[config.mk]
export PLATFORM = sky130hd
export DESIGN_NAME = wdt_key_ctrl
export DESIGN_NICKNAME = d
export VERILOG_FILES = /design/src/wdt_pkg.sv /design/src/wdt_tick_div.sv /design/src/wdt_sticky.sv /design/src/wdt_key_ctrl.sv
export SDC_FILE = /design/constraint.sdc
export NUM_CORES = 1
export LEC_CHECK = 0
export BUFFER_PORTS_ARGS = -buffer_cell sky130_fd_sc_hd__buf_2
export CAP_MARGIN = 30
export CORE_MARGIN = 10
export CORE_UTILIZATION = 53
export CTS_CLUSTER_SIZE = 30
export DETAILED_ROUTE_END_ITERATION = 10
export PLACE_DENSITY = 0.81
export SETUP_SLACK_MARGIN = 0.3
export SLEW_MARGIN = 30
export SYNTH_ARGS = -nofsm -noshare
export SYNTH_HDL_FRONTEND = slang
export SYNTH_SLANG_ARGS = --single-unit
[constraint.sdc]
create_clock -name clk_sys -period 3.07 [get_ports clk_sys]
set_clock_uncertainty 0.15 [all_clocks]
set_input_delay 0.1535 -clock clk_sys [delete_from_list [all_inputs] [get_ports clk_sys]]
set_output_delay 0.1535 -clock clk_sys [all_outputs]
set_load 0.1 [all_outputs]
[src/wdt_pkg.sv]
// constants, types and register map of the watchdog key block
package wdt_pkg;

    // ------------------------------------------------------------------
    // register indices, byte address is four times the index
    // ------------------------------------------------------------------
    localparam logic [9:0]  IDX_CTRL_STATUS = 10'h0A7;
    localparam logic [9:0]  IDX_KEY         = 10'h0A6;
    localparam logic [9:0]  IDX_IRQ_STATUS  = 10'h0A8;
    localparam logic [9:0]  IDX_IRQ_MASK    = 10'h0A9;
    localparam int          ADDR_W          = 12;

    // ------------------------------------------------------------------
    // key bytes
    // ------------------------------------------------------------------
    localparam logic [7:0]  KEY_FEED_FIRST  = 8'h1E;
    localparam logic [7:0]  KEY_FEED_SECOND = 8'hE1;
    localparam logic [7:0]  KEY_SOFT_FIRST  = 8'h5A;
    localparam logic [7:0]  KEY_SOFT_SECOND = 8'hA5;

    // ------------------------------------------------------------------
    // timing: timeout = 2^(ps + 14) cycles = prescaler * 2^(ps + 7)
    // ------------------------------------------------------------------
    localparam int          PRESCALE_BITS   = 7;
    localparam int          COUNT_BITS      = 14;
    localparam logic [3:0]  PERIOD_BASE_EXP = 4'h7;
    localparam logic [7:0]  CTRL_RESET      = 8'h00;
    localparam int          IRQ_W           = 4;

    // interrupt status bit positions
    localparam int          IRQ_SOFT_RESET  = 0;
    localparam int          IRQ_KEY_ERROR   = 1;
    localparam int          IRQ_TIMEOUT     = 2;
    localparam int          IRQ_FED         = 3;

    // control/status layout, msb first
    typedef struct packed {
        logic [2:0] period_select;
        logic       idle_freeze;
        logic       reserved;
        logic       soft_reset_cause_flag;
        logic       overflow_cause_flag;
        logic       watchdog_running;
    } ctrl_s;

    // one apb request as presented by the master
    typedef struct packed {
        logic [ADDR_W-1:0] paddr;
        logic              pwrite;
        logic [31:0]       pwdata;
    } apb_req_s;

    typedef enum logic [1:0] {
        KEY_IDLE = 2'b00,
        KEY_FEED = 2'b01,
        KEY_SOFT = 2'b10
    } key_state_e;

endpackage : wdt_pkg

[src/wdt_tick_div.sv]
// free divider that gives a one-cycle enable pulse every 2^WIDTH cycles
`timescale 1ns/1ns
module wdt_tick_div #(
    parameter int WIDTH = 7
) (
    input  wire logic clk_sys,
    input  wire logic rst_n,
    input  wire logic run,
    input  wire logic clr,
    output logic      tick
);

    logic [WIDTH-1:0] cnt_q;
    logic [WIDTH-1:0] cnt_d;

    // terminal count marks the tick, hold while not running
    assign tick  = run && (cnt_q == {WIDTH{1'b1}});
    assign cnt_d = clr ? '0 : (run ? cnt_q + 1'b1 : cnt_q);

    // counter state
    always_ff @(posedge clk_sys or negedge rst_n) begin
        if (!rst_n) begin
            cnt_q <= '0;
        end else begin
            cnt_q <= cnt_d;
        end
    end

endmodule : wdt_tick_div

[src/wdt_sticky.sv]
// sticky flag bank, set by hardware, cleared by writing a one
`timescale 1ns/1ns
module wdt_sticky #(
    parameter int W = 4
) (
    input  wire logic         clk_sys,
    input  wire logic         rst_n,
    input  wire logic [W-1:0] set,
    input  wire logic [W-1:0] clr,
    output logic [W-1:0]      q
);

    logic [W-1:0] q_d;

    // a set in the clearing cycle wins so no event is lost
    assign q_d = set | (q & ~clr);

    // flag storage
    always_ff @(posedge clk_sys or negedge rst_n) begin
        if (!rst_n) begin
            q <= '0;
        end else begin
            q <= q_d;
        end
    end

endmodule : wdt_sticky

[src/wdt_key_ctrl.sv]
// watchdog key sequencer, counter, cause flags and apb register slave
//
// Our own choice: the APB interface to the registers.
`timescale 1ns/1ns
module wdt_key_ctrl #(
    parameter int PRESCALE_W = wdt_pkg::PRESCALE_BITS
) (
    input  wire logic                      clk_sys,
    input  wire logic                      rst_n,
    input  wire logic                      psel,
    input  wire logic                      penable,
    input  wire logic                      pwrite,
    input  wire logic [wdt_pkg::ADDR_W-1:0] paddr,
    input  wire logic [31:0]               pwdata,
    output logic [31:0]                    prdata,
    output logic                           pready,
    output logic                           pslverr,
    input  wire logic                      cpu_idle,
    input  wire logic                      power_down,
    output logic                           cpu_reset_pulse,
    output logic                           watchdog_running,
    output logic                           irq
);
    import wdt_pkg::*;

    // ------------------------------------------------------------------
    // state
    // ------------------------------------------------------------------
    apb_req_s          req;
    ctrl_s             ctrl_q;
    ctrl_s             ctrl_d;
    key_state_e        key_q;
    key_state_e        key_d;
    logic [COUNT_BITS-1:0] cnt_q;
    logic [COUNT_BITS-1:0] cnt_d;
    logic [IRQ_W-1:0]  irq_mask_q;
    logic [IRQ_W-1:0]  irq_stat;
    logic [IRQ_W-1:0]  irq_set;
    logic [IRQ_W-1:0]  irq_clr;
    logic [31:0]       prdata_q;
    logic [31:0]       rdata_w;
    logic              pready_q;
    logic              pslverr_q;
    logic              rst_pulse_q;
    logic              irq_q;

    // ------------------------------------------------------------------
    // apb decode
    // ------------------------------------------------------------------
    logic [ADDR_W-1:0] a_ctrl;
    logic [ADDR_W-1:0] a_key;
    logic [ADDR_W-1:0] a_istat;
    logic [ADDR_W-1:0] a_imask;
    logic              access;
    logic              done;
    logic              hit_ctrl;
    logic              hit_key;
    logic              hit_istat;
    logic              hit_imask;
    logic              mapped;
    logic              wr_ok;
    logic              wr_ctrl;
    logic              wr_key;
    logic              wr_istat;
    logic              wr_imask;
    logic              wr_other;
    logic [7:0]        key_byte;

    assign req      = '{paddr: paddr, pwrite: pwrite, pwdata: pwdata};
    assign a_ctrl   = ADDR_W'({IDX_CTRL_STATUS, 2'b00});
    assign a_key    = ADDR_W'({IDX_KEY, 2'b00});
    assign a_istat  = ADDR_W'({IDX_IRQ_STATUS, 2'b00});
    assign a_imask  = ADDR_W'({IDX_IRQ_MASK, 2'b00});

    // one wait state: pready rises in the second access cycle
    assign access   = psel && penable;
    assign done     = access && pready_q;

    // address match, parallel compares kept in a function-free form
    assign hit_ctrl  = (req.paddr == a_ctrl);
    assign hit_key   = (req.paddr == a_key);
    assign hit_istat = (req.paddr == a_istat);
    assign hit_imask = (req.paddr == a_imask);
    assign mapped    = hit_ctrl || hit_key || hit_istat || hit_imask;

    // writes take effect only at the completing edge
    assign wr_ok    = done && req.pwrite && mapped;
    assign wr_ctrl  = wr_ok && hit_ctrl;
    assign wr_key   = wr_ok && hit_key;
    assign wr_istat = wr_ok && hit_istat;
    assign wr_imask = wr_ok && hit_imask;
    assign wr_other = wr_ok && !hit_key;
    assign key_byte = req.pwdata[7:0];

    // ------------------------------------------------------------------
    // key sequencer
    // ------------------------------------------------------------------
    logic feed_ok;
    logic soft_ok;
    logic key_err;
    logic seq_break;

    // a register write between the two key bytes spoils the pair
    assign seq_break = wr_other && (key_q != KEY_IDLE);

    always_comb begin
        key_d   = key_q;
        feed_ok = 1'b0;
        soft_ok = 1'b0;
        key_err = 1'b0;
        case (key_q)
            KEY_IDLE: begin
                if (wr_key) begin
                    if (key_byte == KEY_FEED_FIRST) begin
                        key_d = KEY_FEED;
                    end else if (key_byte == KEY_SOFT_FIRST) begin
                        key_d = KEY_SOFT;
                    end else begin
                        key_err = 1'b1;
                    end
                end
            end
            KEY_FEED: begin
                if (seq_break) begin
                    key_d   = KEY_IDLE;
                    key_err = 1'b1;
                end else if (wr_key) begin
                    key_d   = KEY_IDLE;
                    feed_ok = (key_byte == KEY_FEED_SECOND);
                    key_err = (key_byte != KEY_FEED_SECOND);
                end
            end
            KEY_SOFT: begin
                if (seq_break) begin
                    key_d   = KEY_IDLE;
                    key_err = 1'b1;
                end else if (wr_key) begin
                    key_d   = KEY_IDLE;
                    // honoured even with the counter stopped
                    soft_ok = (key_byte == KEY_SOFT_SECOND);
                    key_err = (key_byte != KEY_SOFT_SECOND);
                end
            end
            default: begin
                key_d = KEY_IDLE;
            end
        endcase
    end

    // ------------------------------------------------------------------
    // prescaler and timeout counter
    // ------------------------------------------------------------------
    logic                  count_en;
    logic                  tick;
    logic                  timeout;
    logic                  any_reset;
    logic [COUNT_BITS:0]   span;
    logic [COUNT_BITS-1:0] limit;
    logic [3:0]            exp_w;

    // freeze in idle only when asked, never count in power-down
    assign count_en = ctrl_q.watchdog_running && !power_down
                   && !(cpu_idle && ctrl_q.idle_freeze);

    // limit = 2^(ps + 7) - 1 ticks, doubling per code step
    assign exp_w = PERIOD_BASE_EXP + {1'b0, ctrl_q.period_select};
    assign span  = (COUNT_BITS+1)'(1) << exp_w;
    assign limit = COUNT_BITS'(span - 1'b1);

    assign timeout   = tick && (cnt_q == limit);
    assign any_reset = timeout || soft_ok || key_err;

    wdt_tick_div #(
        .WIDTH (PRESCALE_W)
    ) u_prescale (
        .clk_sys (clk_sys),
        .rst_n   (rst_n),
        .run     (count_en),
        .clr     (feed_ok || any_reset),
        .tick    (tick)
    );

    // a feed restarts from zero; any reset stops and clears
    assign cnt_d = (feed_ok || any_reset) ? '0 :
                   (tick ? cnt_q + 1'b1 : cnt_q);

    // ------------------------------------------------------------------
    // control/status register
    // ------------------------------------------------------------------
    logic clr_soft;
    logic clr_ovf;

    // software clears a cause flag by writing zero to it
    assign clr_soft = wr_ctrl && !req.pwdata[2];
    assign clr_ovf  = wr_ctrl && !req.pwdata[1];

    always_comb begin
        ctrl_d = ctrl_q;
        if (wr_ctrl) begin
            ctrl_d.period_select = req.pwdata[7:5];
            ctrl_d.idle_freeze   = req.pwdata[4];
        end
        ctrl_d.reserved = 1'b0;
        // set beats clear; flags are not touched by the reset they cause
        ctrl_d.soft_reset_cause_flag = soft_ok || key_err
            || (ctrl_q.soft_reset_cause_flag && !clr_soft);
        ctrl_d.overflow_cause_flag = key_err || timeout
            || (ctrl_q.overflow_cause_flag && !clr_ovf);
        if (any_reset || power_down) begin
            ctrl_d.watchdog_running = 1'b0;
        end else if (feed_ok) begin
            ctrl_d.watchdog_running = 1'b1;
        end
    end

    // ------------------------------------------------------------------
    // interrupt status and mask
    // ------------------------------------------------------------------
    assign irq_set[IRQ_SOFT_RESET] = soft_ok;
    assign irq_set[IRQ_KEY_ERROR]  = key_err;
    assign irq_set[IRQ_TIMEOUT]    = timeout;
    assign irq_set[IRQ_FED]        = feed_ok;
    assign irq_clr = wr_istat ? req.pwdata[IRQ_W-1:0] : '0;

    wdt_sticky #(
        .W (IRQ_W)
    ) u_irq_stat (
        .clk_sys (clk_sys),
        .rst_n   (rst_n),
        .set     (irq_set),
        .clr     (irq_clr),
        .q       (irq_stat)
    );

    // ------------------------------------------------------------------
    // read mux, key register reads as zero
    // ------------------------------------------------------------------
    always_comb begin
        rdata_w = '0;
        if (hit_ctrl) begin
            rdata_w[7:0] = ctrl_q;
        end else if (hit_istat) begin
            rdata_w[IRQ_W-1:0] = irq_stat;
        end else if (hit_imask) begin
            rdata_w[IRQ_W-1:0] = irq_mask_q;
        end else begin
            rdata_w = '0;
        end
    end

    // ------------------------------------------------------------------
    // apb handshake flops
    // ------------------------------------------------------------------
    always_ff @(posedge clk_sys or negedge rst_n) begin
        if (!rst_n) begin
            pready_q  <= 1'b0;
            pslverr_q <= 1'b0;
            prdata_q  <= '0;
        end else begin
            pready_q  <= access && !pready_q;
            pslverr_q <= access && !pready_q && !mapped;
            if (access && !pready_q && !req.pwrite) begin
                prdata_q <= rdata_w;
            end
        end
    end

    // ------------------------------------------------------------------
    // block state flops
    // ------------------------------------------------------------------
    always_ff @(posedge clk_sys or negedge rst_n) begin
        if (!rst_n) begin
            key_q      <= KEY_IDLE;
            ctrl_q     <= CTRL_RESET;
            cnt_q      <= '0;
            irq_mask_q <= '0;
        end else begin
            key_q  <= key_d;
            ctrl_q <= ctrl_d;
            cnt_q  <= cnt_d;
            if (wr_imask) begin
                irq_mask_q <= req.pwdata[IRQ_W-1:0];
            end
        end
    end

    // ------------------------------------------------------------------
    // registered outputs
    // ------------------------------------------------------------------
    // one-cycle reset pulse towards the cpu core
    always_ff @(posedge clk_sys or negedge rst_n) begin
        if (!rst_n) begin
            rst_pulse_q <= 1'b0;
            irq_q       <= 1'b0;
        end else begin
            rst_pulse_q <= any_reset;
            // or before and, so the mask also covers a fresh event
            irq_q       <= |((irq_set | (irq_stat & ~irq_clr))
                                      & irq_mask_q);
        end
    end

    assign prdata           = prdata_q;
    assign pready           = pready_q;
    assign pslverr          = pslverr_q;
    assign cpu_reset_pulse  = rst_pulse_q;
    assign watchdog_running = ctrl_q.watchdog_running;
    assign irq              = irq_q;

endmodule : wdt_key_ctrl

==> run_results.csv, run 1 <==
group,metric,value,unit
floorplan,initial_core_util,54.3,%
grt,busiest_layer,"met2",
setup_path,worstSetupPathType,"in -> reg",
synth,syn_area,3210,µm²
drt,ant_nets,0,
synth,ys.warnings.count,0,
synth,synth_cell_type_count,63,
hold_path,whs_path_depth,3,
sta,relSlewSlack,57.1,%
flow_run,max_cap_viol_count,0,
cts,clockBufferDepth,2,
cells_and_area,multi_input_area,1760,µm²
setup_path,path_max_fanout,19,
power_and_ir_drop,max-vdd-ir-drop,0.258,mV
floorplan,die_x,97.9,µm
cells_and_area,n_fill_cell,512,
setup_path,cp.arrival,2.53,ns
grt,grtUsageMet1,18.7,%
grt,grt_max_degree,51,
cells_and_area,final_nets,455,
grt,grt_pass1_vias,2688,
floorplan,dieArea,9580,µm²
power_and_ir_drop,powerDensity,398,nW/µm²
power_and_ir_drop,total_power,1.39,mW
cells_and_area,drive_gt1_share,16.7,%
sta,finalCritPeriodShare,80.3,%
place,port-buffer-count,39,
grt,grt_use_total,15.3,%
floorplan,fp.dieH,97.9,µm
drt,route.detailed.drc,0,
synth,async_flop_share,100,%
synth,synth-main-ff-cell,"dfrtp_1",
power_and_ir_drop,leakage,1.63,nW
sta,max_clock_freq,0.406,GHz
place,place.gp.congestion,0.904,
cts,h-tree-depth,2,
drt,wl,7520,µm
sta,tightest_slew,0.643,ns
grt,use_met3,4.09,%
drt,num_vias,2708,
drt,drtIter0Drc,197,
setup_path,start_kind,"input pin",
grt,grt_pass1_wl,12600,µm
sta,rsz0062_at_grt,"false",
floorplan,num_io_pins,88,
hold_path,hold_class,"in -> reg",
drt,drt-pass1-iter-count,6,
synth,synth_edf_count,0,
synth,synthCells,356,
sta,maxSlewViolCount,0,
cts,clkSinkCount,50,
grt,gr-usage-met2,25.4,%
place,hpwlAfterDp,5670,µm
drt,routed_via_density,5.75,
sta,whs,0.0394,ns
synth,yosysSeqAreaShare,38.9,%
cells_and_area,seq_area,1250,µm²
sta,fin_setup_tns,0,ns
synth,synth_seq_cells,50,
cts,clock_latency,0.30,ns
setup_path,cp.required,3.13,ns
cts,cts_root_buf,"clkbuf_8",
sta,period_minus_slack,2.47,ns
status,outcome,"completed",
cells_and_area,syn_to_final_growth,8.80,%
cts,numCtsBuffers,5,
cells_and_area,n_antenna_cell,0,
drt,wl_per_cell,16.0,µm
grt,grt_overflow_total,0,
cts,cts_tree,"yes",
setup_path,cp-end-kind,"register",
cts,clk_pin_slew_worst_paths,0.08,ns
grt,grt_antenna_before_repair,0,
cts,cts_resized,0,
sta,hold_viol_final,0,
synth,synth_area_per_cell,9.03,µm²
floorplan,design.core.area,5920,µm²
setup_path,rr_worst_depth,9,
sta,finalSetupViolCount,0,
floorplan,floorplan.rows,28,
cts,cts_setup_buffers,0,
[Yosys cell counts, types with 6 or more instances]
cell type | n | area [µm²]
a21oi_1 | 11 | 55.1
and3_1 | 6 | 37.5
buf_2 | 7 | 35.0
buf_4 | 24 | 180
dfrtp_1 | 50 | 1250
ha_1 | 7 | 87.6
inv_1 | 13 | 48.8
mux2_2 | 7 | 78.8
nand2_1 | 42 | 158
nand3_1 | 18 | 90.1
nor2_1 | 33 | 124
nor3_1 | 10 | 50.1
o21ai_0 | 19 | 95.1
xnor2_1 | 13 | 114
xor2_1 | 9 | 78.8
[critical path, stage by stage]
cell,delay [ns]
dlygate4sd3_1,0.53
buf_2,0.15
nand4b_2,0.24
o41ai_2,0.36
a21boi_2,0.27
nor3_1,0.12
a311o_1,0.33
buf_4,0.21
a21oi_1,0.16
[registers in the layout, indices dropped and copies added (netlist names)]
signal and cells:
cnt_q 14, cpu_reset_pulse 1, ctrl_q 6, irq 1, irq_mask_q 4, key_q 2, prdata 8, pready 1
pslverr 1, u_irq_stat.q 4, u_prescale.cnt_q 7, watchdog_running 1
[final cells by class]
class                   instances  area share [%]
repair buffers                 46            7.58
inverters                      13            1.40
flip-flops and latches         50            35.8
multi-input cells             281            50.2
clock buffers                   6            2.36
well taps                      75            2.68
[where the power goes]
group          switching (mW)  internal (mW)  leakage, nW  total [mW]
Combinational           0.248         0.0838        0.898       0.332
Clock                   0.205          0.174       0.0431       0.379
Sequential             0.0123          0.668        0.692       0.681
[cells by family after synthesis]
family / after synthesis / share of synthesized area [%]
DFF: 50 / 38.9
xor gates and xnor gates: 22 / 5.99
buffers and inverters: 49 / 9.26
AOI/OAI and AO/OA: 58 / 12.6
other: 2 / 0.234
and+or+nand+nor: 156 / 26.3
adders and majority gates: 7 / 2.72
muxes: 12 / 4.01
[per-stage QoR]
stage                     setup WS (ns)  area [µm²]  utilization (%)  std cells
after CTS                         0.632        3500             59.1        471
after floorplan                   0.430        3300                -        380
after global placement            0.745        3350             56.6        459
final                             0.605        3500             59.1        471
after global routing              0.459        3500             59.1        471
after detailed placement          0.674        3350             56.7        459
[per-layer routing]
metal	up-vias	wire [µm]	share of wire (%)
li1	1290	-	-
met1	1293	3250	43
met2	107	3580	48
met3	18	543	7.2
met4	0	153	2.0
met5	-	0	0
[cell usage in the layout (no fill, tap or decap), types with 3 or more instances in the layout]
| cell type | synthesis | routed |
|---|---|---|
| a21oi_1 | 11 | 11 |
| and3_1 | 6 | 6 |
| buf_2 | 7 | 38 |
| clkbuf_8 | 0 | 6 |
| conb_1 | 2 | 26 |
| dfrtp_1 | 50 | 50 |
| dlygate4sd3_1 | 0 | 6 |
| ha_1 | 7 | 7 |
| inv_1 | 13 | 13 |
| mux2_2 | 7 | 7 |
| mux2i_1 | 5 | 5 |
| nand2_1 | 42 | 42 |
| nand2b_1 | 3 | 3 |
| nand3_1 | 18 | 18 |
| nand3b_1 | 3 | 3 |
| nand4_1 | 5 | 5 |
| nor2_1 | 33 | 33 |
| nor2b_1 | 4 | 4 |
| nor3_1 | 10 | 10 |
| nor3b_1 | 3 | 3 |
| nor4_1 | 5 | 5 |
| o211ai_1 | 3 | 3 |
| o21ai_0 | 19 | 19 |
| or3_1 | 4 | 4 |
| xnor2_1 | 13 | 13 |
| xor2_1 | 9 | 9 |
[worst paths after layout]
check	start	end	slack, ns
max	pwdata[0]	cnt_q[1]$_DFFE_PN0P_	0.60
min	power_down	watchdog_running$_DFFE_PN0P_	0.04
max reg2reg	key_q[0]$_DFFE_PN0P_	cnt_q[1]$_DFFE_PN0P_	0.63
min reg2reg	prdata[7]$_DFFE_PN0P_	prdata[7]$_DFFE_PN0P_	0.32
max in group asynchronous	rst_n	u_prescale.cnt_q[0]$_DFFE_PN0P_	2.07
min in group asynchronous	rst_n	cnt_q[4]$_DFFE_PN0P_	0.27
[timing repair]
action	CTS	global route
hold buffers	6	0
endpoints found under the hold margin	54	0
setup endpoints to repair	0	0
Note: power is estimated with default switching activity, not from simulation.
==> inputs of run 2 (changes only) <==
==> constraint.sdc (replaced) <==
create_clock -name clk_sys -period 2.4 [get_ports clk_sys]
set_clock_uncertainty 0.15 [all_clocks]
set_input_delay 0.12 -clock clk_sys [delete_from_list [all_inputs] [get_ports clk_sys]]
set_output_delay 0.12 -clock clk_sys [all_outputs]
set_load 0.1 [all_outputs]
==> run 2 against run 1 <==
Global-route usage grew 2.7 points. Combinational power grew 73%. Total power grew 43%. Cell count grew 7.6%. Hold slack gained 0.014 ns. Critical endpoint is now cnt_q[13]$_DFFE_PN0P_. Largest cell class unchanged. Non-clock buffer count grew 34. Final area grew 14%. Flip-flop and latch count is the same.
==> run_results.csv, run 2 (synthesized netlist as in run 1, its figures left out) <==
group,metric,value,unit
drt,drt-pass1-iter-count,5,
cells_and_area,n_antenna_cell,0,
setup_path,crit_path_top_delay_cell,"dfrtp_2",
setup_path,cp.required,2.50,ns
cells_and_area,drive_gt1_share,31.0,%
cells_and_area,n_fill_cell,444,
floorplan,floorplan.rows,28,
place,place.gp.congestion,0.869,
setup_path,cp_cell_sequence,"ha_4 > nor3b_2 > o2111ai_2 > a21boi_2 > nor3_2 > a311o_2 > buf_4 > nor2_2",
cells_and_area,layout_commonest_cell,"dfrtp_1",
hold_path,whs_path_depth,3,
sta,finalSetupViolCount,0,
cts,cts_root_buf,"clkbuf_8",
cts,numCtsBuffers,5,
setup_path,worst-path-stages,8,
flow_run,max_cap_viol_count,0,
cells_and_area,syn_to_final_growth,24.0,%
drt,wl_per_cell,18.3,µm
setup_path,cp.arrival,2.27,ns
grt,grt_use_total,18.0,%
setup_path,cp.buffers_inverters,1,
cts,clk_pin_slew_worst_paths,0.10,ns
drt,routed_via_density,5.93,
cts,clkSinkCount,50,
cts,h-tree-depth,2,
status,outcome,"completed",
sta,finalCritPeriodShare,90.6,%
power_and_ir_drop,powerDensity,499,nW/µm²
setup_path,cp-end-kind,"register",
hold_path,min_from,"pwdata[2]",
floorplan,num_io_pins,88,
place,port-buffer-count,39,
sta,relSlewSlack,53.6,%
hold_path,hold_class,"in -> reg",
setup_path,r2r-start,"key_q[1]$_DFFE_PN0P_",
sta,period_minus_slack,2.17,ns
cells_and_area,top_register,"cnt_q",
cells_and_area,largest_register_ffs,14,
setup_path,worstSetupPathType,"reg -> reg",
power_and_ir_drop,max-vdd-ir-drop,0.442,mV
setup_path,crit_family,"compound AO/OA/AOI/OAI gates",
cells_and_area,fin_util,67.3,%
sta,hold_viol_final,0,
drt,num_vias,3005,
floorplan,dieArea,9580,µm²
cells_and_area,final_cell_mix,"dfrtp_1, nand2_1, buf_2",
setup_path,crit_start,"key_q[1]$_DFFE_PN0P_",
grt,grt_pass1_wl,14500,µm
cells_and_area,final_nets,489,
cts,cts_tree,"yes",
power_and_ir_drop,leakage,1.81,nW
setup_path,rr_worst_depth,8,
floorplan,fp.dieH,97.9,µm
floorplan,initial_core_util,54.3,%
floorplan,design.core.area,5920,µm²
sta,rsz0062_at_grt,"true",
sta,fin_setup_tns,0,ns
drt,ant_nets,0,
setup_path,slowest_delay,0.46,ns
drt,drtIter0Drc,159,
cts,clockBufferDepth,2,
setup_path,path_max_fanout,4,
cts,clock_latency,0.32,ns
sta,maxSlewViolCount,0,
drt,wl,9270,µm
sta,whs,0.0536,ns
drt,route.detailed.drc,0,
grt,grt_antenna_before_repair,0,
place,hpwlAfterDp,6150,µm
grt,grt_pass1_vias,2950,
sta,max_clock_freq,0.460,GHz
grt,grt_overflow_total,0,
sta,tightest_slew,0.696,ns
grt,grt_max_degree,32,
floorplan,die_x,97.9,µm
setup_path,start_kind,"register",
## run 2: changes by cell type in the layout (fill, tap and decap cells not counted), moves of 5 or more
cell,before,now
buf_4,2,26
dfrtp_1,50,45
dlygate4sd3_1,6,12
nor2_1,33,21
nor2_2,1,7
nor2_4,0,6
## run 2: area by class of cell
cell class                 count  area (µm²)  area share (%)
clock inverter                 3        28.8           0.722
multi-input combinational    281        1940            48.6
tap                           75        93.8            2.35
inverter                      13        48.8            1.22
sequential                    50        1260            31.7
clock buffer                   5        68.8            1.73
timing repair buffer          80         544            13.7
## run 2: metrics by stage
| step | std cells | setup slack, ns | power [mW] | cell area [µm²] |
|---|---|---|---|---|
| 2_1_floorplan | 380 | 0.282 | 1.25 | 3340 |
| 3_3_place_gp | 469 | 0.177 | 1.29 | 3460 |
| 3_5_place_dp | 469 | 0.0930 | 1.30 | 3460 |
| 4_1_cts | 501 | 0.292 | 1.95 | 3860 |
| 5_1_grt | 507 | 0.156 | 2.06 | 3990 |
| 6_report | 507 | 0.225 | 1.99 | 3990 |
## run 2: tightest hold or removal path: cells and delay by family
kind	cells	cell delay, ns
buf+inv	1	0.17
compound gates	1	0.07
simple gates	1	0.12
## run 2: what timing repair did
item / in CTS / in global routing
pin swaps: 9 / 14
resized for setup: 23 / 25
cloned: 2 / 1
buffers inserted: 10 / 5
setup endpoints to repair: 21 / 26
endpoints found under the hold margin: 41 / 0
hold buffers: 12 / 0
## run 2: path summary, 6_finish.rpt
check	end	slack, ns
max	cnt_q[13]$_DFFE_PN0P_	0.23
min	key_q[0]$_DFFE_PN0P_	0.05
max reg2reg	cnt_q[13]$_DFFE_PN0P_	0.23
min reg2reg	prdata[7]$_DFFE_PN0P_	0.32
max in group asynchronous	ctrl_q[7]$_DFFE_PN0P_	1.21
min in group asynchronous	cpu_reset_pulse$_DFF_PN0_	0.24
## run 2: routing by layer
metal | vias to the layer above | track usage [%] | part of all wire, %
met2 | 151 | 32.0 | 52
met4 | 0 | 7.05 | 3.2
met5 | - | 0 | 0
met1 | 1467 | 20.0 | 36
met3 | 31 | 4.51 | 8.3
li1 | 1356 | - | -
## run 2: power breakdown
| part | total [mW] | switching [mW] | internal, mW |
|---|---|---|---|
| clock | 0.537 | 0.319 | 0.219 |
| combinational | 0.574 | 0.369 | 0.205 |
| sequential | 0.877 | 0.0192 | 0.857 |
| total | 1.99 | 0.707 | 1.28 |
